<file path="src/rtl/fcw_pkg.sv">
`default_nettype none

package fcw_pkg;

   ////////////////////////////////////////////////////////////////////////////
   // Command word geometry
   localparam int unsigned FCW_WORD_W   = 16;           // Width of the command word
   localparam int unsigned FCW_USER_W   = 4;            // Width of the user field

   // Bit positions inside the command word
   localparam int unsigned FCW_B_RAMP_STOP  = 0;        // Ramp stop bit, low active
   localparam int unsigned FCW_B_COAST_STOP = 1;        // Coast stop bit, low active
   localparam int unsigned FCW_B_FAST_STOP  = 2;        // Fast stop bit, low active
   localparam int unsigned FCW_B_OPERATE    = 3;        // Operation enable
   localparam int unsigned FCW_B_RAMP_OUT   = 4;        // Ramp output enable
   localparam int unsigned FCW_B_RAMP_RUN   = 5;        // Ramp running, low holds
   localparam int unsigned FCW_B_RAMP_IN    = 6;        // Ramp input enable
   localparam int unsigned FCW_B_RESET      = 7;        // Fault reset, rising edge
   localparam int unsigned FCW_B_JOG1       = 8;        // Jog setpoint 1
   localparam int unsigned FCW_B_JOG2       = 9;        // Jog setpoint 2
   localparam int unsigned FCW_B_REMOTE     = 10;       // Remote accept gate
   localparam int unsigned FCW_B_LOC        = 11;       // Location select
   localparam int unsigned FCW_B_USER_LO    = 12;       // Lowest user bit

   // Bits that pass even while the remote gate is closed
   localparam int unsigned FCW_STOP_BITS    = 3;

   // Reset value of the held command word: all stops asserted, nothing runs
   localparam logic [15:0] FCW_WORD_RST     = 16'h0000;

   ////////////////////////////////////////////////////////////////////////////
   // Drive states
   typedef enum logic [2:0] {
      FCW_ST_SWITCH_ON_INHIBIT,
      FCW_ST_READY_SWITCH_ON,
      FCW_ST_READY_OPERATE,
      FCW_ST_OPERATING,
      FCW_ST_RAMP_STOP,
      FCW_ST_COAST_STOP,
      FCW_ST_FAST_STOP,
      FCW_ST_FAULT
   } fcw_state_e;

   // Source selection: high means the fieldbus word is the source
   typedef struct packed {
      logic run_enable_fb;                              // Run enable source
      logic ramp_in_fb;                                 // Ramp input source
      logic reset_fb;                                   // Fault reset source
      logic location_fb;                                // Location select source
   } fcw_cfg_s;

   // Ramp generator and setpoint controls driven to the drive core
   typedef struct packed {
      logic                  ramp_out_zero;             // Force ramp output to zero
      logic                  ramp_hold;                 // Freeze ramp output
      logic                  ramp_in_zero;              // Force ramp input to zero
      logic                  jog1;                      // Run to jog setpoint 1
      logic                  jog2;                      // Run to jog setpoint 2
      logic                  coast;                     // Remove torque, coast
      logic                  fast_ramp;                 // Use emergency decel time
      logic                  external_location_b;       // High selects location b
      logic [FCW_USER_W-1:0] user_bits;                 // Pass-through user bits
   } fcw_ctrl_s;

endpackage

`default_nettype wire

</file>
<file path="src/rtl/fcw_decoder.sv">
// Functional notes
// - Ramp stop bit low: ramp down, then ready
// - Coast stop bit low: coast, then inhibited
// - Fast stop bit low: fast stop, then inhibited
// - Operate bit low: operation inhibited
// - Operate bit drives run enable from fieldbus
// - Ramp output bit low forces output zero
// - Ramp run bit low holds ramp output
// - Ramp input bit low forces input zero
// - Reset bit rising edge clears fault
// - Jog 1 bit runs jog setpoint 1
// - Jog 2 bit runs jog setpoint 2
// - Remote gate low passes only stop bits
// - Location bit selects external location b
`default_nettype none

module fcw_decoder
   import fcw_pkg::*;
#(
   parameter int unsigned WORD_W = FCW_WORD_W           // Command word width
) (
   input  wire logic              clock,
   input  wire logic              rst_n,
   input  wire logic              word_valid,           // Adapter strobe, one cycle
   input  wire logic [WORD_W-1:0] fieldbus_command_word,
   input  wire fcw_cfg_s          cfg,                  // Source selections
   input  wire logic              run_enable_ext,       // Run enable from other source
   input  wire logic              ramp_in_ext,          // Ramp input enable, other source
   input  wire logic              reset_ext,            // Fault reset pulse, other source
   input  wire logic              location_ext,         // Location select, other source
   input  wire logic              fault_active,         // Drive core has a fault
   input  wire logic              motor_stopped,        // Speed reached zero
   output fcw_state_e             drive_state,          // Current drive state
   output logic                   run_enable,           // Effective run enable
   output logic                   fault_reset,          // One-cycle fault reset
   output fcw_ctrl_s              ctrl                  // Ramp and setpoint controls
);

   // Elaboration check: the bit positions are fixed for a 16-bit word
   if (WORD_W != FCW_WORD_W) begin : g_bad_width
      $error("fcw_decoder: word width must be 16");
   end

   ////////////////////////////////////////////////////////////////////////////
   // Command word latch
   logic [WORD_W-1:0] w;                                // Accepted word
   logic              w_rise;                           // Reset bit edge

   fcw_word_latch #(.WORD_W(WORD_W)) u_latch (
      .clock      (clock),
      .rst_n      (rst_n),
      .word_valid (word_valid),
      .word_in    (fieldbus_command_word),
      .word       (w),
      .reset_rise (w_rise)
   );

   // All state of the decoder
   typedef struct packed {
      fcw_state_e state;                                // Drive state
      logic       run_en;                               // Registered run enable
      logic       freset;                               // Registered reset pulse
      fcw_ctrl_s  ctrl;                                 // Registered controls
   } fcw_dec_s;

   fcw_dec_s st;                                        // Registered state
   fcw_dec_s next_st;                                   // Next state

   // Source multiplexer shared by the selectable signals
   function automatic logic pick(input logic use_fb, input logic fb, input logic ext);
      pick = use_fb ? fb : ext;
   endfunction

   logic run_ok;                                        // Effective run enable, operate bit or other source
   logic ramp_in_en;                                    // Effective ramp input enable
   logic reset_req;                                     // Effective reset request
   logic stops_clear;                                   // Coast and fast bits both high
   logic jog_ok;                                        // Ramp output, run and input bits all zero

   ////////////////////////////////////////////////////////////////////////////
   // Source selection
   always_comb begin
      run_ok      = pick(cfg.run_enable_fb, w[FCW_B_OPERATE], run_enable_ext);
      ramp_in_en  = pick(cfg.ramp_in_fb, w[FCW_B_RAMP_IN], ramp_in_ext);
      reset_req   = pick(cfg.reset_fb, w_rise, reset_ext);
      stops_clear = w[FCW_B_COAST_STOP] & w[FCW_B_FAST_STOP];
      jog_ok      = (w[FCW_B_RAMP_IN:FCW_B_RAMP_OUT] == 3'h0);
   end

   ////////////////////////////////////////////////////////////////////////////
   // State transitions and controls
   always_comb begin
      next_st        = st;
      next_st.run_en = run_ok;
      next_st.freset = 1'b0;
      // Priority: fault, coast, fast, then the normal sequence
      if (st.state == FCW_ST_FAULT) begin
         if (reset_req) begin
            next_st.state  = FCW_ST_SWITCH_ON_INHIBIT;
            next_st.freset = 1'b1;
         end
      end else if (fault_active) begin
         next_st.state = FCW_ST_FAULT;
      end else if (!w[FCW_B_COAST_STOP] && st.state != FCW_ST_SWITCH_ON_INHIBIT) begin
         // Coast wins over fast: torque is removed at once
         next_st.state = (st.state == FCW_ST_COAST_STOP && motor_stopped) ?
                         FCW_ST_SWITCH_ON_INHIBIT : FCW_ST_COAST_STOP;
      end else if (!w[FCW_B_FAST_STOP] && st.state != FCW_ST_SWITCH_ON_INHIBIT &&
                   st.state != FCW_ST_COAST_STOP) begin
         // A coast already running ends inhibited; fast stop cannot take it over
         next_st.state = (st.state == FCW_ST_FAST_STOP && motor_stopped) ?
                         FCW_ST_SWITCH_ON_INHIBIT : FCW_ST_FAST_STOP;
      end else begin
         case (st.state)
            FCW_ST_SWITCH_ON_INHIBIT: begin
               // Leaving needs stops released and the ramp bit low first
               if (stops_clear && !w[FCW_B_RAMP_STOP]) begin
                  next_st.state = FCW_ST_READY_SWITCH_ON;
               end
            end
            FCW_ST_READY_SWITCH_ON: begin
               if (w[FCW_B_RAMP_STOP]) begin
                  next_st.state = FCW_ST_READY_OPERATE;
               end
            end
            FCW_ST_READY_OPERATE: begin
               if (!w[FCW_B_RAMP_STOP]) begin
                  next_st.state = FCW_ST_READY_SWITCH_ON;
               end else if (w[FCW_B_OPERATE] && run_ok) begin
                  next_st.state = FCW_ST_OPERATING;
               end
            end
            FCW_ST_OPERATING: begin
               if (!w[FCW_B_RAMP_STOP]) begin
                  next_st.state = FCW_ST_RAMP_STOP;
               end else if (!w[FCW_B_OPERATE] || !run_ok) begin
                  next_st.state = FCW_ST_READY_OPERATE;
               end
            end
            FCW_ST_RAMP_STOP: begin
               // Stop completes even if the ramp bit returns mid-ramp
               if (motor_stopped) begin
                  next_st.state = FCW_ST_READY_SWITCH_ON;
               end
            end
            FCW_ST_COAST_STOP,
            FCW_ST_FAST_STOP: begin
               // Stop bit released before standstill: still end inhibited
               if (motor_stopped) begin
                  next_st.state = FCW_ST_SWITCH_ON_INHIBIT;
               end
            end
            default: begin
               next_st.state = FCW_ST_SWITCH_ON_INHIBIT;
            end
         endcase
      end

      // Ramp controls follow the word only while operating
      if (st.state == FCW_ST_OPERATING) begin
         next_st.ctrl.ramp_out_zero = !w[FCW_B_RAMP_OUT];
         next_st.ctrl.ramp_hold     = !w[FCW_B_RAMP_RUN];
         next_st.ctrl.ramp_in_zero  = !ramp_in_en;
      end else begin
         // Ramp stop and fast stop decelerate; other states keep the ramp at zero
         next_st.ctrl.ramp_out_zero = (st.state != FCW_ST_RAMP_STOP) &&
                                      (st.state != FCW_ST_FAST_STOP);
         next_st.ctrl.ramp_hold     = 1'b0;
         next_st.ctrl.ramp_in_zero  = 1'b1;
      end
      next_st.ctrl.jog1 = w[FCW_B_JOG1] && jog_ok && stops_clear &&
                          (st.state == FCW_ST_READY_OPERATE);
      next_st.ctrl.jog2 = w[FCW_B_JOG2] && jog_ok && stops_clear &&
                          (st.state == FCW_ST_READY_OPERATE);
      next_st.ctrl.coast     = (next_st.state == FCW_ST_COAST_STOP);
      next_st.ctrl.fast_ramp = (next_st.state == FCW_ST_FAST_STOP);
      next_st.ctrl.external_location_b =
         pick(cfg.location_fb, w[FCW_B_LOC], location_ext);
      next_st.ctrl.user_bits = w[WORD_W-1:FCW_B_USER_LO];
   end

   // State register
   always_ff @(posedge clock or negedge rst_n) begin
      if (!rst_n) begin
         st.state <= FCW_ST_SWITCH_ON_INHIBIT;
         st.run_en <= 1'b0;
         st.freset <= 1'b0;
         st.ctrl   <= '{ramp_out_zero: 1'b1, ramp_in_zero: 1'b1, default: '0};
      end else begin
         st <= next_st;
      end
   end

   assign drive_state = st.state;
   assign run_enable  = st.run_en;
   assign fault_reset = st.freset;
   assign ctrl        = st.ctrl;
endmodule

`default_nettype wire

</file>
<file path="src/rtl/fcw_word_latch.sv">
`default_nettype none

module fcw_word_latch
   import fcw_pkg::*;
#(
   parameter int unsigned WORD_W = FCW_WORD_W           // Command word width
) (
   input  wire logic              clock,
   input  wire logic              rst_n,
   input  wire logic              word_valid,           // New word from the adapter
   input  wire logic [WORD_W-1:0] word_in,              // Raw command word
   output logic      [WORD_W-1:0] word,                 // Accepted word
   output logic                   reset_rise            // One-cycle reset edge
);

   // Elaboration check: the bit positions are fixed for a 16-bit word
   if (WORD_W != FCW_WORD_W) begin : g_bad_width
      $error("fcw_word_latch: word width must be 16");
   end

   // All state of the latch
   typedef struct packed {
      logic [WORD_W-1:0] word;                          // Accepted word
      logic              rise;                          // Reset edge pulse
   } fcw_latch_s;

   fcw_latch_s st;                                      // Registered state
   fcw_latch_s next_st;                                 // Next state

   logic [WORD_W-1:0] merged;                           // Word after remote gating

   ////////////////////////////////////////////////////////////////////////////
   // Merge and edge evaluation
   always_comb begin
      next_st      = st;
      next_st.rise = 1'b0;
      merged       = word_in;
      // Closed gate keeps the old word except the stop bits
      if (!word_in[FCW_B_REMOTE]) begin
         merged = {st.word[WORD_W-1:FCW_STOP_BITS], word_in[FCW_STOP_BITS-1:0]};
      end
      if (word_valid) begin
         next_st.word = merged;
         // Compared with the previous word so one edge gives one pulse
         next_st.rise = merged[FCW_B_RESET] & ~st.word[FCW_B_RESET];
      end
   end

   // State register
   always_ff @(posedge clock or negedge rst_n) begin
      if (!rst_n) begin
         st <= '{word: FCW_WORD_RST, rise: 1'b0};
      end else begin
         st <= next_st;
      end
   end

   assign word       = st.word;
   assign reset_rise = st.rise;
endmodule

`default_nettype wire

</file>
<file path="config.mk">
export PLATFORM = sky130hd
export DESIGN_NAME = fcw_decoder
export DESIGN_NICKNAME = d
export VERILOG_FILES = /design/src/rtl/fcw_pkg.sv /design/src/rtl/fcw_decoder.sv /design/src/rtl/fcw_word_latch.sv
export SDC_FILE = /design/constraint.sdc
export NUM_CORES = 1
export LEC_CHECK = 0
export ABC_AREA = 0
export BUFFER_PORTS_ARGS = -buffer_cell sky130_fd_sc_hd__clkbuf_2
export CAP_MARGIN = 20
export CORE_MARGIN = 4
export CORE_UTILIZATION = 49
export DETAILED_ROUTE_END_ITERATION = 10
export PLACE_DENSITY = 0.78
export SLEW_MARGIN = 20
export SYNTH_ARGS = -nofsm -noshare
export SYNTH_HDL_FRONTEND = slang
export SYNTH_SLANG_ARGS = --single-unit
</file>
<file path="constraint.sdc">
create_clock -name clock -period 2 [get_ports clock]
set_input_delay 0.4 -clock clock [delete_from_list [all_inputs] [get_ports clock]]
set_output_delay 0.4 -clock clock [all_outputs]
set_load 0.02 [all_outputs]
</file>
* Word-level counts from Yosys, hierarchy flattened
Index checks and enable logic that the tools add are counted.
W data, S select, Z words.
** Word-level totals
- Bits in registers :: 34
- Input bits :: 29
- Output and inout port bits :: 17
- Logic and storage cells :: 83
** Cells by class
- Equal/unequal tests :: 12
- Multiplexer cells :: 25
- Bitwise logic cells :: 3
- Reductions and logical operators :: 28
** Operator list (count)
- $mux W3 :: 16
- $eq A3 B3 Y1 const B :: 6
- $pmux W3 S6 :: 1
- $logic_and A1 B1 Y1 :: 14
- $ne A3 B3 Y1 const B :: 3
- $logic_not A1 Y1 :: 8
- $mux W8 :: 1
- $mux W1 :: 7
- $eq A3 B2 Y1 const B :: 2
- $logic_not A3 Y1 :: 2
- $eq A3 B1 Y1 const B :: 1
- $reduce_bool A3 Y1 :: 1
- $and A1 B1 Y1 :: 2
- $reduce_and A2 Y1 :: 1
- $reduce_or A2 Y1 :: 1
- $logic_or A1 B1 Y1 :: 1
- $not A1 Y1 :: 1

* Depth between registers and ports, before layout
Gate-level depths: netlist of run 1.
- Word-level depth :: 11
- Gate-level depth with buffers :: 7
- Depth with buffers taken out :: 5

* Modules after synthesis
Synthesis of run 1 repeated with hierarchy kept, for this count alone.
** Second synthesis, totals
- Cells, all modules :: 114
- Area total of the unflattened synthesis :: 1541.5 µm²
** By module, submodules not included
- fcw_decoder :: instances 1, cells each 78, area each 885.8 µm², sequential area each 427.9 µm²
- fcw_word_latch :: instances 1, cells each 36, area each 655.6 µm², sequential area each 425.4 µm²

* Least setup slack after synthesis of run 1
Ideal clock, no wire load.
- Path kind :: reg2reg
- Start :: register st (netlist bit drive_state[1])
- End :: register ctrl[6] (netlist name)
- Library setup time :: 0.120 ns
- Arrival time :: 1.641 ns
- Slack :: 0.240 ns
- Cell stages (with the launch flop) :: 7
- Path buffers :: 1
- Clock period less this slack :: 1.760 ns
- Cells stage by stage :: dfrtp_1 -> buf_4 -> and3b_1 -> a211o_1 -> a211o_1 -> and4b_4 -> and3_1
** RTL lines
- start, declared :: RTL line fcw_decoder.sv:66 : fcw_dec_s st;
- start signal, assigned :: RTL line fcw_decoder.sv:190 : st <= next_st;

==> results of run 1 <==
layout make-up:
class	count	area, um2	area share (%)
Timing Repair Buffer	47	240	14.1
Sequential cell	33	828	48.5
Tap cell	31	38.8	2.27
Multi-Input combinational cell	70	538	31.5
Clock inverter	2	10.0	0.586
Clock buffer	6	41.3	2.42
Inverter	3	11.3	0.659
registers in the layout (all words and copies together) (netlist names):
| register | count |
|---|---|
| run_enable | 1 |
| ctrl | 12 |
| fault_reset | 1 |
| drive_state | 3 |
| u_latch.word | 15 |
| u_latch.reset_rise | 1 |
kinds of logic after synthesis:
family | share of synthesized area (%)
simple gates | 13.6
compound gates | 9.77
xor+xnor | 0.622
flops | 58.8
buf+inv | 3.02
mux | 14.2
layer usage:
layer  share of wire [%]  vias to the layer above
li1                    -                      500
met1                  37                      496
met2                  49                       52
met3                  12                        4
met4                 2.0                        0
met5                   0                        -
where the power goes:
group | switching, mW | total (mW) | internal (mW)
clock | 0.217 | 0.351 | 0.134
sequential | 0.0919 | 0.887 | 0.795
combinational | 0.370 | 0.640 | 0.271
cells in the final DEF (no fill, tap or decap), types with 2 or more instances in the layout:
| master | count |
|---|---|
| clkbuf_2 | 45 |
| dfrtp_1 | 31 |
| mux2_2 | 16 |
| o21ai_0 | 7 |
| nand2_1 | 6 |
| clkbuf_4 | 5 |
| nor2_1 | 3 |
| inv_1 | 3 |
| nor4_1 | 3 |
| nand3_1 | 2 |
| mux2i_1 | 2 |
| a211o_1 | 2 |
| nor3b_1 | 2 |
| nor2b_1 | 2 |
| and3_1 | 2 |
| and2_1 | 2 |
| clkinv_2 | 2 |
| dfstp_2 | 2 |
| buf_4 | 2 |
worst register-to-register path, delay by kind of cell, from the launching register on:
family | cells | cell delay [ns]
and+or+nand+nor | 3 | 0.57
DFF | 1 | 0.49
AOI/OAI and AO/OA | 2 | 0.56
metrics by stage:
step	total power, mW	instances
2_1_floorplan	1.35	112
3_3_place_gp	1.51	184
3_5_place_dp	1.54	184
4_1_cts	1.89	192
5_1_grt	2.01	192
6_report	1.88	192
worst max-delay path by stage:
| stage | endpoint | cells past startpoint |
|---|---|---|
| floorplan | ctrl[6]$_DFF_PN0_ | 6 |
| global placement | ctrl[6]$_DFF_PN0_ | 6 |
| detailed placement | ctrl[6]$_DFF_PN0_ | 6 |
| CTS | ctrl[6]$_DFF_PN0_ | 5 |
| global route | ctrl[6]$_DFF_PN0_ | 5 |
| finish | ctrl[6]$_DFF_PN0_ | 5 |
==> key figures, run 1 <==
Drt
  • 1st-pass router iterations: 4
  • Routed len/inst: 14.7 um
  • Vias per cell: 5.48
  • Via count: 1052
  • Final wirelength: 2.83 mm
  • Initial DRC Count: 30
  • DR DRC count: 0
  • ANT nets after route: 0

Setup path
  • FF-to-FF End: ctrl[6]$_DFF_PN0_
  • Critical Path Max Stage Delay: 0.49 ns
  • Reg2reg setup slack: 0.30 ns
  • RR Startpoint: drive_state[0]$_DFF_PN0_
  • Crit-path cells: and3b_1 -> a211o_1 -> a211o_1 -> and4b_4 -> and3_1
  • Critical path's slowest cell: dfrtp_1
  • Family with the most delay on the worst path: simple AND/OR/NAND/NOR gates
  • CP arrival: 1.94 ns
  • Worst EP required: 2.24 ns
  • Crit path launch type: flop
  • Critical Path End Type: flop
  • Crit-path max FO: 9
  • CP bufs+invs: 0
  • Critical path origin: drive_state[0]$_DFF_PN0_
  • Crit-path most repeated cell: a211o_1
  • Worst setup path class: reg2reg
  • Reg2reg path depth: 5

Power and ir drop
  • LEAKAGE: 0.825 nW
  • Peak supply drop: 0.000751 V
  • Power per cell area: 1100 nW/um2

Yosys
  • Post-synth EDFFs: 0
  • Yosys reg bits: 33
  • Sequential area share after synthesis: 58.8%
  • Yosys top cell area share: 55.1%
  • Gate count of the mapped netlist: 112
  • Synth area leaders: dfrtp_1 (55%), mux2_2 (13%), dfstp_2 (3.7%)
  • Syn. warnings: 0
  • FFs w/ async S/R, synth: 100%
  • Mean cell area of the mapped netlist: 12.6 um2
  • Largest area contributor in the netlist: dfrtp_1
  • Synth Net Count: 141
  • Top-count cell post-synth: dfrtp_1
  • Synth cell count leaders: dfrtp_1 (31), mux2_2 (16), o21ai_0 (7)
  • Ys flop type: dfrtp_1
  • Yosys cell types: 40
  • Post-synthesis cell area: 1410 um2

Final layout
  • FILL cells: 241
  • Ant diodes: 0
  • Final #Nets: 189
  • Fraction of layout cells with a size suffix above 1: 46.6%
  • Final Core Density: 61.9%
  • Post-route cell area: 1710 um2
  • Synth-to-Final Area Change: 21.2%

Clocking
  • Clk root buf: clkbuf_4
  • TritonCTS clock tree: done
  • Setup bufs post-CTS: 0
  • Max H-tree Level: 2
  • Worst-Skew Late Latency: 0.33 ns
  • Clock Sink Count: 33
  • Clock buffer depth: 2
  • CTS Buf Count: 5
  • CTS Hold Bufs: 0
  • CTS clk-pin slew, worst paths: 0.10 ns
  • CTS resizes: 0

Flow run
  • Max-cap violation count: 0

Global routing
  • Initial antenna violation count: 0
  • Largest net degree at the start of global routing: 34
  • Global-route layer with the greatest usage: met2
  • All-layer global routing usage: 17.8%
  • Vias in the first global route: 1039
  • First-pass GRT wire length: 4.69 mm
  • M1 GR Usage: 20.0%
  • Gr ovfl total: 0
  • Met3 usage: 7.97%
  • Met2 Usage GRT: 28.4%

Timing
  • Slew HR: 48.6%
  • Unrepaired setup endpoints after global routing: no
  • Highest Clock Rate: 0.588 GHz
  • Worst slew pin tran: 0.771 ns
  • Setup slack after layout: 0.299 ns
  • Min Clock Period, post-route: 1.70 ns
  • Hold Violations, Final: 0
  • Slew Limit Fails: 0
  • Setup Skew: 0.00913 ns
  • Hold_ws: 0.124 ns
  • # setup viols final: 0
  • Period utilization: 85.0%
  • Setup TNS: 0 ns

Die
  • Io pins: 46
  • Area of the core: 2760 um2
  • Die width: 61.6 um
  • Starting Density: 51.1%
  • Die extent in y: 61.6 um
  • Row count: 19
  • Full die area: 3800 um2

Placed design
  • Post-DP HPWL: 2.17 mm
  • Dpl cell area: 1660 um2
  • PortBufs: 45
  • Post-placement setup slack: 0.298 ns
  • GPL Wtd Cong: 0.877

Hold path
  • Hold/Removal Path Class: in2async

Outcome
  • Status: finished, final reports clean
(Power assumes the default switching activity.)
==> inputs of run 2 (changes only) <==
Settings changed: CELL_PAD_IN_SITES_DETAIL_PLACEMENT set to 0, CELL_PAD_IN_SITES_GLOBAL_PLACEMENT set to 1, CORE_UTILIZATION 49 to 38, PLACE_DENSITY 0.78 to not set, PLACE_DENSITY_LB_ADDON set to 0.1.
==> run 2 against run 1 <==
Effect of this change:
- sequential power rose by 1%
- power is 7.8% higher
- maximum frequency fell by 3.3%
- highest routed layer unchanged
- final cell count rose by 8.3%
- largest cell class unchanged
- design area is 3.6% higher
==> key figures, run 2 (same netlist as run 1, synthesis figures left out) <==
Clocking
  • Clk root buf: clkbuf_8
  • TritonCTS clock tree: done
  • CTS Buf Count: 5 (unchanged)
  • Setup bufs post-CTS: 0 (unchanged)
  • Worst-Skew Late Latency: 0.28 ns (-0.05 ns)
  • Clock Sink Count: 33 (unchanged)
  • Clock buffer depth: 2 (unchanged)
  • CTS clk-pin slew, worst paths: 0.07 ns (-0.03 ns)
  • CTS resizes: 0 (unchanged)
  • Max H-tree Level: 2 (unchanged)
  • CTS Hold Bufs: 0 (unchanged)

Timing
  • Slew HR: 47.1% (-1.4 points)
  • Unrepaired setup endpoints after global routing: no
  • Period utilization: 87.9% (+2.9 points)
  • Min Clock Period, post-route: 1.76 ns (+0.0574 ns)
  • Worst slew pin tran: 0.793 ns (+0.0216 ns)
  • # setup viols final: 0 (unchanged)
  • Setup Skew: 0.00470 ns (-0.00443 ns)
  • Hold Violations, Final: 0 (unchanged)
  • Setup TNS: 0 ns (unchanged)
  • Setup slack after layout: 0.242 ns (-0.0574 ns)
  • Highest Clock Rate: 0.569 GHz (-3.3%)
  • Slew Limit Fails: 0 (unchanged)

Final layout
  • Max reg flops: 15 (unchanged)
  • Area of the multi-input gates: 538 um2 (unchanged)
  • Commonest non-fill, non-tap cell in the layout: clkbuf_2
  • Non-Filler Instances: 208 (+8.3%)
  • Ant diodes: 0 (unchanged)
  • Flip-flop and latch area: 828 um2 (unchanged)
  • Fraction of layout cells with a size suffix above 1: 47.5% (+0.95 points)
  • Synth-to-Final Area Change: 25.6%
  • Final #Nets: 190 (+0.53%)
  • Commonest cells after routing, fill and taps aside: clkbuf_2 (45), dfrtp_1 (31), mux2_2 (16)
  • FILL cells: 352 (+46%)

Drt
  • DR DRC count: 0 (unchanged)
  • Initial DRC Count: 60 (+100%)
  • Vias per cell: 5.04 (-8.0%)
  • Via count: 1049 (-0.29%)
  • 1st-pass router iterations: 4 (unchanged)
  • Final wirelength: 2.92 mm (+3.2%)
  • Routed len/inst: 14.0 um (-4.7%)
  • ANT nets after route: 0 (unchanged)

Global routing
  • Initial antenna violation count: 0 (unchanged)
  • Largest net degree at the start of global routing: 34 (unchanged)
  • M1 GR Usage: 17.8% (-2.2 points)
  • Gr ovfl total: 0 (unchanged)
  • Met2 Usage GRT: 22.1% (-6.3 points)
  • Global-route layer with the greatest usage: met2
  • All-layer global routing usage: 14.4% (-3.3 points)
  • First-pass GRT wire length: 4.84 mm (+3.1%)
  • Met3 usage: 6.32% (-1.6 points)
  • Vias in the first global route: 1032 (-0.67%)

Setup path
  • Worst setup path class: reg2reg
  • FF-to-FF End: ctrl[6]$_DFF_PN0_
  • Crit-path max FO: 10 (+1)
  • CP arrival: 1.93 ns (about the same)
  • RR Startpoint: drive_state[1]$_DFF_PN0_
  • Reg2reg path depth: 5 (unchanged)
  • Crit path launch type: flop
  • Worst EP required: 2.17 ns (-0.07 ns)
  • Critical Path End Type: flop
  • Reg2reg setup slack: 0.24 ns (-0.06 ns)

Die
  • Die extent in y: 68.9 um (+12%)
  • Full die area: 4750 um2 (+25%)
  • Area of the core: 3470 um2 (+26%)
  • Starting Density: 40.6% (-10 points)
  • Io pins: 46 (unchanged)
  • Die width: 68.9 um (+12%)
  • Row count: 21 (+2)

Power and ir drop
  • Peak supply drop: 0.000543 V (-28%)
  • Power per cell area: 1150 nW/um2 (+4.1%)
  • Overall power: 2.03 mW (+7.8%)
  • LEAKAGE: 0.842 nW (+2.0%)

Placed design
  • PortBufs: 45 (unchanged)
  • Placed insts: 200 (+8.7%)
  • Post-DP HPWL: 2.16 mm (-0.68%)
  • Post-placement setup slack: 0.271 ns (-0.0271 ns)
  • GPL Wtd Cong: 0.877 (+0.10%)

Hold path
  • Hold/Removal Path Class: in2async

Outcome
  • Status: finished, final reports clean

Flow run
  • Max-cap violation count: 0 (unchanged)
## run 2: changes by cell type in the layout (fill, tap and decap cells not counted)
cell        previous run  this run
clkbuf_4               5         0
clkinvlp_4             0         1
buf_4                  2         3
clkbuf_8               0         5
clkbuf_1               1         0
## run 2: worst max path at each step
stage               depth (start not counted)                      from  slack, ns                end
global route                                5  drive_state[1]$_DFF_PN0_       0.12  ctrl[6]$_DFF_PN0_
detailed placement                          6             motor_stopped       0.27  ctrl[6]$_DFF_PN0_
global placement                            6             motor_stopped       0.32  ctrl[6]$_DFF_PN0_
floorplan                                   6  drive_state[1]$_DFF_PN0_       0.24  ctrl[6]$_DFF_PN0_
CTS                                         5  drive_state[1]$_DFF_PN0_       0.26  ctrl[6]$_DFF_PN0_
finish                                      5  drive_state[1]$_DFF_PN0_       0.24  ctrl[6]$_DFF_PN0_
## run 2: power breakdown
part,internal (mW),leakage [nW],switching (mW)
sequential,0.797,0.395,0.102
combinational,0.280,0.403,0.370
clock,0.240,0.0439,0.237
total,1.32,0.842,0.709
## run 2: area by class of cell
cell class,instances,area share (%)
Tap cell,46,3.25
Clock buffer,5,3.89
Sequential cell,33,46.8
Clock inverter,3,0.990
Multi-Input combinational cell,70,30.4
Inverter,3,0.636
Timing Repair Buffer,48,14.0
## run 2: per-layer routing
metal | vias up | routed length (um)
li1 | 502 | -
met1 | 497 | 1220
met2 | 42 | 1400
met3 | 8 | 236
met4 | 0 | 59
met5 | - | 0
## run 2: critical path, cell delays in order (launching register included)
cell	delay (ns)
dfrtp_1	0.52
inv_1	0.19
a211o_1	0.29
a211o_1	0.28
and4b_4	0.22
and3_1	0.15
## run 2: metrics by stage
stage	instance area (um2)	hold WS, ns	utilization, %
after global routing	1770	0.262	51.0
after global placement	1680	0.353	48.5
after CTS	1770	0.219	51.0
after detailed placement	1680	0.360	48.5
final	1770	0.195	51.0
after floorplan	1410	0.104	-
==> inputs of run 3 (changes only) <==
Settings changed: CORE_UTILIZATION 38 to 40, CTS_BUF_LIST set to sky130_fd_sc_hd__clkbuf_8.
==> run 3 against run 2 <==
Effect of this change:
- clock power is 4% higher
- non-clock buffer count is 2 higher
- die area is 4.4% lower
- global-route usage is 0.50 points higher
- highest routed layer unchanged
- routed wire length is 3.8% higher
- combinational power is 2% higher
- sequential power is 0.4% lower
- via count is 0.67% lower
- clock skew is 0.00051 ns higher
- hold slack worse by 0.12 ns
- maximum frequency is 1.1% higher
==> key figures, run 3 (same netlist as run 1, synthesis figures left out) <==
Setup path
  • Worst EP required: 2.20 ns (+0.03 ns)
  • Crit-path max FO: 10 (unchanged)
  • RR Startpoint: drive_state[1]$_DFF_PN0_
  • Critical Path End Type: flop
  • Critical path origin: drive_state[1]$_DFF_PN0_
  • CP arrival: 1.94 ns (about the same)
  • Reg2reg setup slack: 0.26 ns (+0.02 ns)
  • Reg2reg path depth: 5 (unchanged)
  • FF-to-FF End: ctrl[5]$_DFF_PN0_
  • Worst setup path class: reg2reg
  • Crit path launch type: flop

Timing
  • Worst slew pin tran: 0.537 ns (-0.257 ns)
  • # setup viols final: 0 (unchanged)
  • Period utilization: 86.9% (-0.95 points)
  • Slew HR: 64.1% (+17 points)
  • Slew Limit Fails: 0 (unchanged)
  • Setup Skew: 0.00521 ns (+0.000509 ns)
  • Highest Clock Rate: 0.575 GHz (+1.1%)
  • Unrepaired setup endpoints after global routing: no
  • Setup slack after layout: 0.261 ns (+0.0190 ns)
  • Hold Violations, Final: 0 (unchanged)
  • Min Clock Period, post-route: 1.74 ns (-0.0190 ns)
  • Setup TNS: 0 ns (unchanged)

Drt
  • Routed len/inst: 14.4 um (+2.8%)
  • Initial DRC Count: 33 (-45%)
  • ANT nets after route: 0 (unchanged)
  • DR DRC count: 0 (unchanged)
  • Via count: 1042 (-0.67%)
  • 1st-pass router iterations: 4 (unchanged)
  • Final wirelength: 3.03 mm (+3.8%)
  • Vias per cell: 4.96 (-1.6%)

Power and ir drop
  • LEAKAGE: 0.861 nW (+2.3%)
  • Overall power: 2.05 mW (+1.3%)
  • Net Sw Power: 0.701 mW (-1.2%)
  • Power per cell area: 1150 nW/um2 (+0.20%)
  • Int Power: 1.35 mW (+2.6%)
  • Reg power frac: 43.6% (-0.8 points)
  • Clock power share: 24.2% (+0.7 points)
  • Peak supply drop: 0.000592 V (+9.1%)
  • Switching Fraction: 34.2% (-0.85 points)
  • Comb pwr share: 32.2% (about the same)

Die
  • Die extent in y: 67.3 um (-2.2%)
  • Row count: 21 (unchanged)
  • Full die area: 4540 um2 (-4.4%)
  • Die width: 67.3 um (-2.2%)
  • Io pins: 46 (unchanged)
  • Starting Density: 41.9% (+1.3 points)
  • Area of the core: 3360 um2 (-3.0%)

Final layout
  • Synth-to-Final Area Change: 26.9%
  • Fraction of layout cells with a size suffix above 1: 47.0% (-0.58 points)
  • Max reg flops: 15 (unchanged)
  • Commonest non-fill, non-tap cell in the layout: clkbuf_2
  • Final #Nets: 192 (+1.1%)
  • Ant diodes: 0 (unchanged)
  • Commonest cells after routing, fill and taps aside: clkbuf_2 (45), dfrtp_1 (31), mux2_2 (16)
  • Non-Filler Instances: 210 (+0.96%)
  • Final Core Density: 53.2% (+2.2 points)

Global routing
  • Gr ovfl total: 0 (unchanged)
  • Largest net degree at the start of global routing: 22 (-35%)
  • Initial antenna violation count: 0 (unchanged)
  • All-layer global routing usage: 14.9% (+0.50 points)
  • Vias in the first global route: 1000 (-3.1%)
  • First-pass GRT wire length: 4.86 mm (+0.43%)

Placed design
  • Placed insts: 202 (+1.0%)
  • Post-DP HPWL: 2.39 mm (+11%)
  • GPL Wtd Cong: 0.849 (-3.2%)
  • Post-placement setup slack: 0.252 ns (-0.0187 ns)
  • PortBufs: 45 (unchanged)

Clocking
  • CTS Hold Bufs: 0 (unchanged)
  • Clk root buf: clkbuf_8
  • Setup bufs post-CTS: 0 (unchanged)
  • Worst-Skew Late Latency: 0.28 ns (about the same)
  • TritonCTS clock tree: done
  • Max H-tree Level: 2 (unchanged)
  • CTS resizes: 0 (unchanged)
  • Clock buffer depth: 2 (unchanged)
  • Clock Sink Count: 33 (unchanged)
  • CTS Buf Count: 5 (unchanged)
  • CTS clk-pin slew, worst paths: 0.06 ns (about the same)

Outcome
  • Status: finished, final reports clean

Flow run
  • Max-cap violation count: 0 (unchanged)

Hold path
  • Hold/Removal Path Class: in2async
==> run 3: layout make-up <==
type / count / area (um2)
fill: 333 / 1580
sequential: 33 / 828
multi-input combinational: 70 / 538
timing repair buffer: 50 / 263
clock buffer: 6 / 82.6
tap: 46 / 57.6
inverter: 3 / 11.3
clock inverter: 2 / 7.51
==> run 3: through the flow <==
stage / hold slack [ns] / instance area (um2)
5_1_grt: 0.112 / 1790
2_1_floorplan: 0.104 / 1410
3_3_place_gp: 0.353 / 1700
6_report: 0.0711 / 1790
3_5_place_dp: 0.359 / 1700
4_1_cts: 0.0850 / 1790
==> run 3: how the worst max path moves through the flow <==
stage / to / slack, ns / depth (start not counted)
final: ctrl[5]$_DFF_PN0_ / 0.26 / 5
after floorplan: ctrl[6]$_DFF_PN0_ / 0.24 / 6
after global routing: ctrl[6]$_DFF_PN0_ / 0.11 / 5
after CTS: ctrl[5]$_DFF_PN0_ / 0.25 / 5
after global placement: ctrl[6]$_DFF_PN0_ / 0.30 / 5
after detailed placement: ctrl[6]$_DFF_PN0_ / 0.25 / 5
==> run 3: worst max-delay path, stage by stage (launching register included) <==
cell	delay, ns
dfrtp_1	0.52
inv_1	0.19
a211o_1	0.29
a211o_1	0.28
and4b_4	0.21
nor3b_2	0.17
==> run 3: layer usage <==
metal  vias to the layer above  GRT usage (%)  share of wire [%]
met2                        29           23.1                 49
met1                       499           18.8                 43
met5                         -              0                  0
li1                        510              -                  -
met4                         0           4.56               0.99
met3                         4           6.66                7.2
==> run 3: power groups by stage <==
| stage | clock network [mW] | logic (mW) | registers [mW] |
|---|---|---|---|
| after floorplan | 0 | 0.382 | 0.963 |
| after global routing | 0.544 | 0.727 | 0.915 |
| final | 0.496 | 0.661 | 0.895 |
| after global placement | 0 | 0.671 | 0.900 |
| after detailed placement | 0 | 0.664 | 0.910 |
| after CTS | 0.513 | 0.668 | 0.898 |
